$ cat src/bacr_defs.svh
`ifndef BACR_DEFS_SVH
`define BACR_DEFS_SVH
// Behaviour
// - Bits 7..4 of group register put channels 3..0 in the common-mode group.
// - Bits 3..0 of group register put channels 3..0 in the deformation group.
// - Group register at 0x1A resets to 0x00, no channel in any group.
// - Bits 7..4 of polarity register set button pins 3..0 active high when 1.
// - Bits 3..0 make processed data rise with frequency when 1, fall when 0.
// - Polarity register at 0x1C resets to 0x0F.
// - Two-bit counter scale per channel, bits 7-6 channel 3 down to 1-0 channel 0.
// - Counter scale register at 0x1E resets to 0x55, scale 1 everywhere.

`define BACR_ADDR_GROUP 8'h1A
`define BACR_ADDR_POLARITY 8'h1C
`define BACR_ADDR_SCALE 8'h1E

`define BACR_RST_GROUP 8'h00
`define BACR_RST_POLARITY 8'h0F
`define BACR_RST_SCALE 8'h55

`define BACR_COMMON_LSB 4
`define BACR_DEFORM_LSB 0
`define BACR_OUT_LEVEL_LSB 4
`define BACR_DATA_SIGN_LSB 0
`define BACR_SCALE_BITS 2

`define BACR_UNMAPPED_READ 8'h00
`define BACR_NUM_CH 4
`endif

$ cat src/bacr_pkg.sv
package bacr_pkg;

  typedef struct packed {
    logic [3:0] common_group;
    logic [3:0] deform_group;
    logic [3:0] btn_out_level;
    logic [3:0] data_sign;
    logic [7:0] count_scale;
  } bacr_cfg_type;

  typedef struct packed {
    logic [7:0] addr;
    logic wr_en;
    logic rd_en;
    logic [7:0] wdata;
  } bacr_req_type;

endpackage

$ cat src/bacr_config_regs.sv
`timescale 1ns/100ps
`include "bacr_defs.svh"
// Configuration bank of the button algorithm, reached through the byte-level
// register port of the serial management front end.
module bacr_config_regs #(
  parameter int DATA_W = 16
) (
  input wire logic clk,
  input wire logic reset,
  input wire bacr_pkg::bacr_req_type reg_req,
  output logic [7:0] reg_rdata,
  output logic reg_rd_valid,
  output logic reg_ack,
  input wire logic [3:0] btn_pressed,
  input wire logic signed [4*DATA_W-1:0] raw_values,
  output logic [3:0] button_pins,
  output logic signed [4*DATA_W-1:0] processed_button_values,
  output bacr_pkg::bacr_cfg_type cfg
);

  function automatic logic [1:0] scale_of(input logic [7:0] reg_val, input int ch);
    scale_of = reg_val[ch*`BACR_SCALE_BITS +: `BACR_SCALE_BITS];
  endfunction

  logic [7:0] group_r;
  logic [7:0] polarity_r;
  logic [7:0] scale_r;
  logic [7:0] rdata_nxt;

  wire logic hit_group;
  wire logic hit_polarity;
  wire logic hit_scale;
  wire logic hit_any;
  wire logic wr_group;
  wire logic wr_polarity;
  wire logic wr_scale;
  wire bacr_pkg::bacr_cfg_type cfg_nxt;

  wire logic common_group_ch0;
  wire logic common_group_ch1;
  wire logic common_group_ch2;
  wire logic common_group_ch3;

  wire logic deform_group_ch0;
  wire logic deform_group_ch1;
  wire logic deform_group_ch2;
  wire logic deform_group_ch3;

  wire logic btn_out_level_ch0;
  wire logic btn_out_level_ch1;
  wire logic btn_out_level_ch2;
  wire logic btn_out_level_ch3;

  wire logic data_sign_ch0;
  wire logic data_sign_ch1;
  wire logic data_sign_ch2;
  wire logic data_sign_ch3;

  wire logic [1:0] count_scale_ch0;
  wire logic [1:0] count_scale_ch1;
  wire logic [1:0] count_scale_ch2;
  wire logic [1:0] count_scale_ch3;

  assign hit_group = (reg_req.addr == `BACR_ADDR_GROUP);
  assign hit_polarity = (reg_req.addr == `BACR_ADDR_POLARITY);
  assign hit_scale = (reg_req.addr == `BACR_ADDR_SCALE);
  assign hit_any = hit_group | hit_polarity | hit_scale;
  assign wr_group = reg_req.wr_en & hit_group;
  assign wr_polarity = reg_req.wr_en & hit_polarity;
  assign wr_scale = reg_req.wr_en & hit_scale;

  // Reads of unmapped offsets return zero; a write there is dropped.
  always_comb
  begin
    rdata_nxt = `BACR_UNMAPPED_READ;
    if (hit_group)
    begin
      rdata_nxt = group_r;
    end
    else if (hit_polarity)
    begin
      rdata_nxt = polarity_r;
    end
    else if (hit_scale)
    begin
      rdata_nxt = scale_r;
    end
  end

  always_ff @(posedge clk or posedge reset)
  begin
    if (reset)
    begin
      group_r <= `BACR_RST_GROUP;
    end
    else if (wr_group)
    begin
      group_r <= reg_req.wdata;
    end
  end

  always_ff @(posedge clk or posedge reset)
  begin
    if (reset)
    begin
      polarity_r <= `BACR_RST_POLARITY;
    end
    else if (wr_polarity)
    begin
      polarity_r <= reg_req.wdata;
    end
  end

  always_ff @(posedge clk or posedge reset)
  begin
    if (reset)
    begin
      scale_r <= `BACR_RST_SCALE;
    end
    else if (wr_scale)
    begin
      scale_r <= reg_req.wdata;
    end
  end

  // Read data is taken in the request cycle, so a read and a write to the
  // same offset in one cycle returns the old value.
  always_ff @(posedge clk or posedge reset)
  begin
    if (reset)
    begin
      reg_rd_valid <= 1'b0;
      reg_ack <= 1'b0;
    end
    else
    begin
      reg_rd_valid <= reg_req.rd_en;
      reg_ack <= (reg_req.rd_en | reg_req.wr_en) & hit_any;
    end
  end

  // Read data holds between reads, so a slow host may pick it up late.
  always_ff @(posedge clk or posedge reset)
  begin
    if (reset)
    begin
      reg_rdata <= 8'h00;
    end
    else if (reg_req.rd_en)
    begin
      reg_rdata <= rdata_nxt;
    end
  end

  // Per-channel views of the three registers, named for what each field steers.
  assign common_group_ch0 = group_r[`BACR_COMMON_LSB + 0];
  assign common_group_ch1 = group_r[`BACR_COMMON_LSB + 1];
  assign common_group_ch2 = group_r[`BACR_COMMON_LSB + 2];
  assign common_group_ch3 = group_r[`BACR_COMMON_LSB + 3];

  assign deform_group_ch0 = group_r[`BACR_DEFORM_LSB + 0];
  assign deform_group_ch1 = group_r[`BACR_DEFORM_LSB + 1];
  assign deform_group_ch2 = group_r[`BACR_DEFORM_LSB + 2];
  assign deform_group_ch3 = group_r[`BACR_DEFORM_LSB + 3];

  assign btn_out_level_ch0 = polarity_r[`BACR_OUT_LEVEL_LSB + 0];
  assign btn_out_level_ch1 = polarity_r[`BACR_OUT_LEVEL_LSB + 1];
  assign btn_out_level_ch2 = polarity_r[`BACR_OUT_LEVEL_LSB + 2];
  assign btn_out_level_ch3 = polarity_r[`BACR_OUT_LEVEL_LSB + 3];

  assign data_sign_ch0 = polarity_r[`BACR_DATA_SIGN_LSB + 0];
  assign data_sign_ch1 = polarity_r[`BACR_DATA_SIGN_LSB + 1];
  assign data_sign_ch2 = polarity_r[`BACR_DATA_SIGN_LSB + 2];
  assign data_sign_ch3 = polarity_r[`BACR_DATA_SIGN_LSB + 3];

  assign count_scale_ch0 = scale_of(scale_r, 0);
  assign count_scale_ch1 = scale_of(scale_r, 1);
  assign count_scale_ch2 = scale_of(scale_r, 2);
  assign count_scale_ch3 = scale_of(scale_r, 3);

  assign cfg_nxt.common_group = {common_group_ch3, common_group_ch2,
                                 common_group_ch1, common_group_ch0};
  assign cfg_nxt.deform_group = {deform_group_ch3, deform_group_ch2,
                                 deform_group_ch1, deform_group_ch0};
  assign cfg_nxt.btn_out_level = {btn_out_level_ch3, btn_out_level_ch2,
                                  btn_out_level_ch1, btn_out_level_ch0};
  assign cfg_nxt.data_sign = {data_sign_ch3, data_sign_ch2,
                              data_sign_ch1, data_sign_ch0};
  assign cfg_nxt.count_scale = {count_scale_ch3, count_scale_ch2,
                                count_scale_ch1, count_scale_ch0};

  // The algorithm sees the settings one cycle after a write lands.
  always_ff @(posedge clk or posedge reset)
  begin
    if (reset)
    begin
      cfg <= {`BACR_RST_GROUP, `BACR_RST_POLARITY, `BACR_RST_SCALE};
    end
    else
    begin
      cfg <= cfg_nxt;
    end
  end

  genvar ch;
  generate
    for (ch = 0; ch < `BACR_NUM_CH; ch = ch + 1)
    begin : g_chan
      bacr_chan_out #(
        .DATA_W(DATA_W)
      ) u_chan (
        .clk(clk),
        .reset(reset),
        .btn_pressed(btn_pressed[ch]),
        .btn_out_level(polarity_r[`BACR_OUT_LEVEL_LSB + ch]),
        .data_sign(polarity_r[`BACR_DATA_SIGN_LSB + ch]),
        .raw_value(raw_values[ch*DATA_W +: DATA_W]),
        .button_pin(button_pins[ch]),
        .processed_button_value(processed_button_values[ch*DATA_W +: DATA_W])
      );
    end
  endgenerate

endmodule // bacr_config_regs

$ cat src/bacr_chan_out.sv
`timescale 1ns/100ps
// One channel's pin level and data sign stage; both outputs are registered.
module bacr_chan_out #(
  parameter int DATA_W = 16
) (
  input wire logic clk,
  input wire logic reset,
  input wire logic btn_pressed,
  input wire logic btn_out_level,
  input wire logic data_sign,
  input wire logic signed [DATA_W-1:0] raw_value,
  output logic button_pin,
  output logic signed [DATA_W-1:0] processed_button_value
);

  localparam logic signed [DATA_W-1:0] MOST_NEG = {1'b1, {(DATA_W-1){1'b0}}};
  localparam logic signed [DATA_W-1:0] MOST_POS = {1'b0, {(DATA_W-1){1'b1}}};

  wire logic pin_nxt;
  wire logic signed [DATA_W-1:0] negated;
  wire logic signed [DATA_W-1:0] value_nxt;

  // A pressed button drives the pin to its selected active level.
  assign pin_nxt = btn_pressed ? btn_out_level : ~btn_out_level;
  // Negation saturates so the most negative input cannot wrap to itself.
  assign negated = (raw_value == MOST_NEG) ? MOST_POS : -raw_value;
  assign value_nxt = data_sign ? raw_value : negated;

  always_ff @(posedge clk or posedge reset)
  begin
    if (reset)
    begin
      // The pin idles inactive for the reset polarity, which is active low.
      button_pin <= 1'b1;
      processed_button_value <= '0;
    end
    else
    begin
      button_pin <= pin_nxt;
      processed_button_value <= value_nxt;
    end
  end

endmodule // bacr_chan_out

$ cat config.mk
export PLATFORM = sky130hd
export DESIGN_NAME = bacr_config_regs
export DESIGN_NICKNAME = d
export VERILOG_FILES = /design/src/bacr_pkg.sv /design/src/bacr_config_regs.sv /design/src/bacr_chan_out.sv
export VERILOG_INCLUDE_DIRS = /design/src /design/src/src
export SDC_FILE = /design/constraint.sdc
export NUM_CORES = 1
export LEC_CHECK = 0
export BUFFER_PORTS_ARGS = -buffer_cell sky130_fd_sc_hd__buf_2
export CAP_MARGIN = 20
export CORE_ASPECT_RATIO = 1.1
export CORE_MARGIN = 5
export CORE_UTILIZATION = 40
export DETAILED_ROUTE_END_ITERATION = 16
export PLACE_DENSITY = 0.71
export SYNTH_ARGS = -nofsm -noshare
export SYNTH_HDL_FRONTEND = slang
export SYNTH_HIERARCHICAL = 1
export SYNTH_SLANG_ARGS = --single-unit
$ cat constraint.sdc
create_clock -name clk -period 4.1 [get_ports clk]
set_input_delay 0.615 -clock clk [delete_from_list [all_inputs] [get_ports clk]]
set_output_delay 0.615 -clock clk [all_outputs]
set_load 0.005 [all_outputs]
* Yosys cells after proc, flatten, opt, wreduce, memory -nomap -nowiden
Index checks and enable logic that the tools add are counted.
** Word-level totals
- Word-level logic and storage cells :: 56
- Bits of input ports :: 88
- Register bits :: 126
- Output and inout port bits :: 102
** Cells by class
- Mux-type cells :: 15
- Bitwise gates (word level) :: 11
- Add/subtract/negate cells :: 4
- Equal/unequal tests :: 7
** Operator list (count)
- 16-bit 2-to-1 mux :: 8
- 16-bit equality test, second input constant :: 4
- 16-bit negator :: 4
- 8-bit by 5-bit equality test with 1-bit output, second input constant :: 3
- 8-bit 2-to-1 mux :: 3
- 1-bit bitwise AND :: 4
- 1-bit 2-to-1 mux :: 4
- 1-bit inverter :: 4
- 1-bit OR :: 3

* Logic depth before layout (Yosys ltp)
- Word-level depth :: 4
- Depth in mapped cells :: 7
- Gate-level depth less buffers :: 6

* By module
Netlist, hierarchy kept.
** Modules (own cells, without submodules)
- bacr_chan_out :: cells each 93, seq. area each 426.7 um2, area an instance 939.7 um2, instances 4
- bacr_config_regs :: cells each 130, seq. area each 1471.4 um2, area an instance 2097.0 um2, instances 1

* Worst setup path before layout
No wires, ideal clock.
- Kind :: input-to-reg
- Start :: in raw_values[2]
- End :: reg g_chan[0].u_chan.processed_button_value[11]
- Required time :: 4.035 ns
- Library setup time :: 0.065 ns
- Path slack :: 2.376 ns
- Stages on the path :: 5
- Data arrival time :: 1.660 ns
- Buffers on the path :: 1
- Cell sequence :: nor4_4 -> nand4_2 -> or2_4 -> buf_6 -> nand2_1
** On the way
- Word-level cells in the longest chain between the ends :: 3
- Elaborated cells on any way between the ends :: 4
- Classes of those cells :: 1 x add/sub; 1 x eq/ne; 2 x mux
** Ends and longest elaborated chain
- from (decl) :: line bacr_config_regs.sv:15 : input wire logic signed [4*DATA_W-1:0] raw_values,
- 16-bit negator or 16-bit equality test (tied branches) :: line bacr_chan_out.sv:26 : assign negated = (raw_value == MOST_NEG) ? MOST_POS : -raw_value;
- 16-bit 2-to-1 mux * :: line bacr_chan_out.sv:26
- 16-bit 2-to-1 mux * :: line bacr_chan_out.sv:27 : assign value_nxt = data_sign ? raw_value : negated;
- net g_chan[0].u_chan.value_nxt[11] :: line bacr_chan_out.sv:21 : wire logic signed [DATA_W-1:0] value_nxt;
- to (signal assigned) :: line bacr_chan_out.sv:40 : processed_button_value <= value_nxt;
- to (decl) :: line bacr_chan_out.sv:13 : output logic signed [DATA_W-1:0] processed_button_value
The timed path passes the listed nets; every way through them passes the cells marked *.
A chain may end at the register's enable or synchronous reset.

* Worst setup path in the final report
- Start :: in reg_req[11] (netlist bit)
- End :: reg group_r[5]
** On the way
- Word-level cells in the longest chain between the ends :: 2
** Ends and longest elaborated chain
- from (decl) :: line bacr_config_regs.sv:10 : input wire bacr_pkg::bacr_req_type reg_req,
- 8-bit by 5-bit equality test with 1-bit output (no line)
- 1-bit bitwise AND :: line bacr_config_regs.sv:68 : assign wr_group = reg_req.wr_en & hit_group;
- to (signal assigned) :: line bacr_config_regs.sv:94 : group_r <= `BACR_RST_GROUP;
- to (signal assigned) :: line bacr_config_regs.sv:98 : group_r <= reg_req.wdata;
- to (decl) :: line bacr_config_regs.sv:25 : logic [7:0] group_r;
Every way passes these cells.

==> summary.md <==
| Metric | Value |
|---|---|
| HP Class | in -> async |
| Pre-CTS setup slack | around 1600 ps |
| Post-synth top area cell | dfrtp_1 |
| Yosys warns | 6 |
| Net Sw Power | 0.7670 mW |
| DP Area | 6923 um^2 |
| Comb pwr share | 11.2% |
| Final hold slack | ~340 ps |
| CTS tree | yes |
| Final WL | 14.82 mm |
| Placed cell count | 868 |
| Crit-path max FO | 12 |
| Layout area overhead | 28.76% |
| Leakage | 3.659 nW |
| Async SR Flop Fraction | 100.0% |
| Hpwl dp | 11.29 mm |
| First-pass GRT wire length | ~24 mm |
| Post-route cell area | 7540 um^2 |
| Worst setup EP type | register |
| VDD IR max | roughly 0.00026 V |
| Kind of critical path | in -> reg |
| Worst slew pin tran | between 900 and 1000 ps |
| CTS sink count | around 130 |
| Antenna diode count | 0 |
| Die width | 125.4 um |
| Vias in the first global route | 4,831 |
| EDFF count, synth | 0 |
| Status | completed |
| Commonest register cell after synthesis | dfrtp_1 |
| Clock network power share | 47.3% |
| Std-Cell Rows | 46 |
| Req. time, crit path | about 4400 ps |
| Synth top area share | a little under half |
| Startpoint types | primary input |
| Antenna violations before repair | 0 |
| Postcts setup bufs | 0 |
| Sequential area share after synthesis | 54.27% |
| Power Total | 3.300 mW |
| Met1 usage | 21.12% |
| Max H-tree Level | 4 |
| Pwr per Cell Area | ~440 nW/um^2 |
| Post-Syn Area | 5856 um^2 |
| Main area contributors after synthesis | dfrtp_1 (45%), dfstp_2 (9.0%), xnor2_1 (7.2%) |
| IO Pins | 190 |
| Critical Path, Cell by Cell | buf_2 > nor4bb_2 > nand3_2 > mux2_2 |
| Final Setup Violations | 0 |
| Syn_nets | just under 600 |
| Core Footprint | 14,390 um^2 |
| Wire per inst | 16.47 um |
| Total grt overflow | 0 |
| Unrepaired setup endpoints after global routing | no |
| Hold Fails Final Rpt | 0 |
| Final Max Slew Viols | 0 |
| CTS buffer count | 17 |
| Grt met3 use | 5.035% |
| Buf+Inv Stages, Crit Path | 1 |
| Post-synthesis cell type count | 39 |
| DIE AREA | around 17,000 um^2 |
| Min cycle time layout | 2131 ps |
| Design internal power | around 2.5 mW |
| Slowest-stage cell, CP | nor4bb_2 |
| Fmax | 469.2 MHz |
| Critical Path Max Stage Delay | ~810 ps |
| Root Driver | clkbuf_16 |
| GRT Max-Usage Layer | met2 |
| Die H | 136.9 um |
| Resized Gates After CTS | 0 |
| Synth Register Bits | about 130 |
| Hold Buf Count CTS | 0 |
| IO buf count | 189 |
| Initial drt markers | 282 |
| Sequential Power Share | 41.4% |
| Post-Synthesis Cells | 502 |
| Clock-pin slew on the worst setup and hold paths | around 60 ps |
| Gp weighted congestion | 0.8907 |
| Delay-heaviest family, CP | simple AND/OR/NAND/NOR gates |
| Clk_skew | 6.772 ps |
| Longest Clk Path Bufs | 2 |
| GR Layer Usage met2 | between 20 and 30% |
| Final Cycle Share | 51.98% |
| Non-filler cells, final | 900 |
| Layout cells sized above 1 | 42.94% |
| Switching share of total power | 23.24% |
| Post-route DRC | 0 |
| Mean Syn Cell Area | 11.66 um^2 |
| Total global-route track usage | between 10% and 20% |
| Vias | 4,535 |
| Via/cell ratio | just over 5 |
| Post-layout util | between 50 and 60% |
| Setup WS post-layout | 1969 ps |
| Worst slew margin | 37.56% |
| Antenna Nets Post-Route | 0 |
| Largest net degree at the start of global routing | 32 |
| Max-cap viol count | 0 |
| Initial core utilization | between 40% and 50% |
| Layout Nets | 787 |
| Total negative slack | 0 ps |
| First-pass DRT Iterations | 4 |
| Later-pin clock latency in the skew report | 410 ps |
| Critical path arrival | 2420 ps |
area by class of cell:
type	count	area, um^2
Clock buffer	22	454.2
Clock inverter	10	162.7
Inverter	34	127.6
Multi-Input combinational cell	326	2424
Tap cell	192	240.2
Timing Repair Buffer	190	953.4
Fill cell	1261	6849
Sequential cell	126	3178
flip-flops by register name, indices dropped and copies added, names as in the netlist, 4 cells and up:
| signal | cells |
|---|---|
| cfg | 24 |
| polarity_r | 8 |
| g_chan.u_chan/processed_button_value | 64 |
| scale_r | 8 |
| group_r | 8 |
| reg_rdata | 8 |
| g_chan.u_chan/button_pin | 4 |
cell usage after synthesis (12+ instances only):
cell type    n
a31oi_1     20
mux2_2      32
inv_1       34
o21a_1      12
mux2i_1     12
nand2_1     61
dfrtp_1    106
xnor2_1     48
dfstp_2     20
nor2_1      30
cell usage in the layout, fill, tap and decap left out, types with 5 or more instances in the layout:
cell / instances
o21a_1: 12
buf_2: 189
inv_1: 33
dfrtp_1: 106
nand2_1: 61
clkbuf_16: 17
dfstp_2: 20
nor4_4: 8
a41oi_1: 8
nor3_1: 8
xnor2_1: 48
nand4_2: 5
a21oi_1: 8
a31oi_1: 20
nor2_1: 30
mux2i_1: 12
o22ai_1: 8
nor4_1: 8
a22oi_1: 8
mux2_2: 32
o31ai_1: 8
logic make-up after synthesis:
logic type | Yosys count | synth area share (%)
XOR/XNOR | 48 | 7.179
AO/OA/AOI/OAI | 81 | 9.637
adder cells (fa/ha/maj) | 4 | 0.8547
flip-flops | 126 | 54.27
multiplexers | 44 | 8.205
buffers and inverters | 50 | 4.444
AND/OR/NAND/NOR | 149 | 15.41
path summary, 6_finish.rpt:
path | end | start | slack [ps] | cells after the start
worst max-delay path | group_r[5] | reg_req[11] | 1970 | 4
worst min-delay path | g_chan[3].u_chan/processed_button_value[4] | reset | 340 | 2
worst max register to register | g_chan[2].u_chan/processed_button_value[5] | polarity_r[2] | 2680 | 4
worst min register to register | cfg[0] | scale_r[0] | 370 | 0
max in group asynchronous | cfg[9] | reset | 2880 | 3
min in group clk | g_chan[1].u_chan/button_pin | btn_pressed[1] | 360 | 2
routing by layer:
layer  share of wire (%)  routed length, um  up-vias
met2                  49               7255      159
met5                   0                  0        -
met3                 5.6                837       36
met4                 3.2                479        0
met1                  42               6251     2198
li1                    -                  -     2142
worst reg2reg max path, delay by kind of cell (launching register included):
kind	cells	cell delay, ps
flip-flops	1	740
buffers and inverters	1	180
AO/OA/AOI/OAI	1	150
XOR/XNOR	1	150
AND/OR/NAND/NOR	1	80
power by group through the flow:
stage	Sequential, mW	Clock [mW]	Combinational [mW]
finish	1.37	1.56	0.370
floorplan	1.39	0	0.182
global route	1.38	1.66	0.413
global placement	1.39	0	0.364
CTS	1.37	1.60	0.376
detailed placement	1.39	0	0.375
No activity file was read; power rests on OpenSTA's default activity.
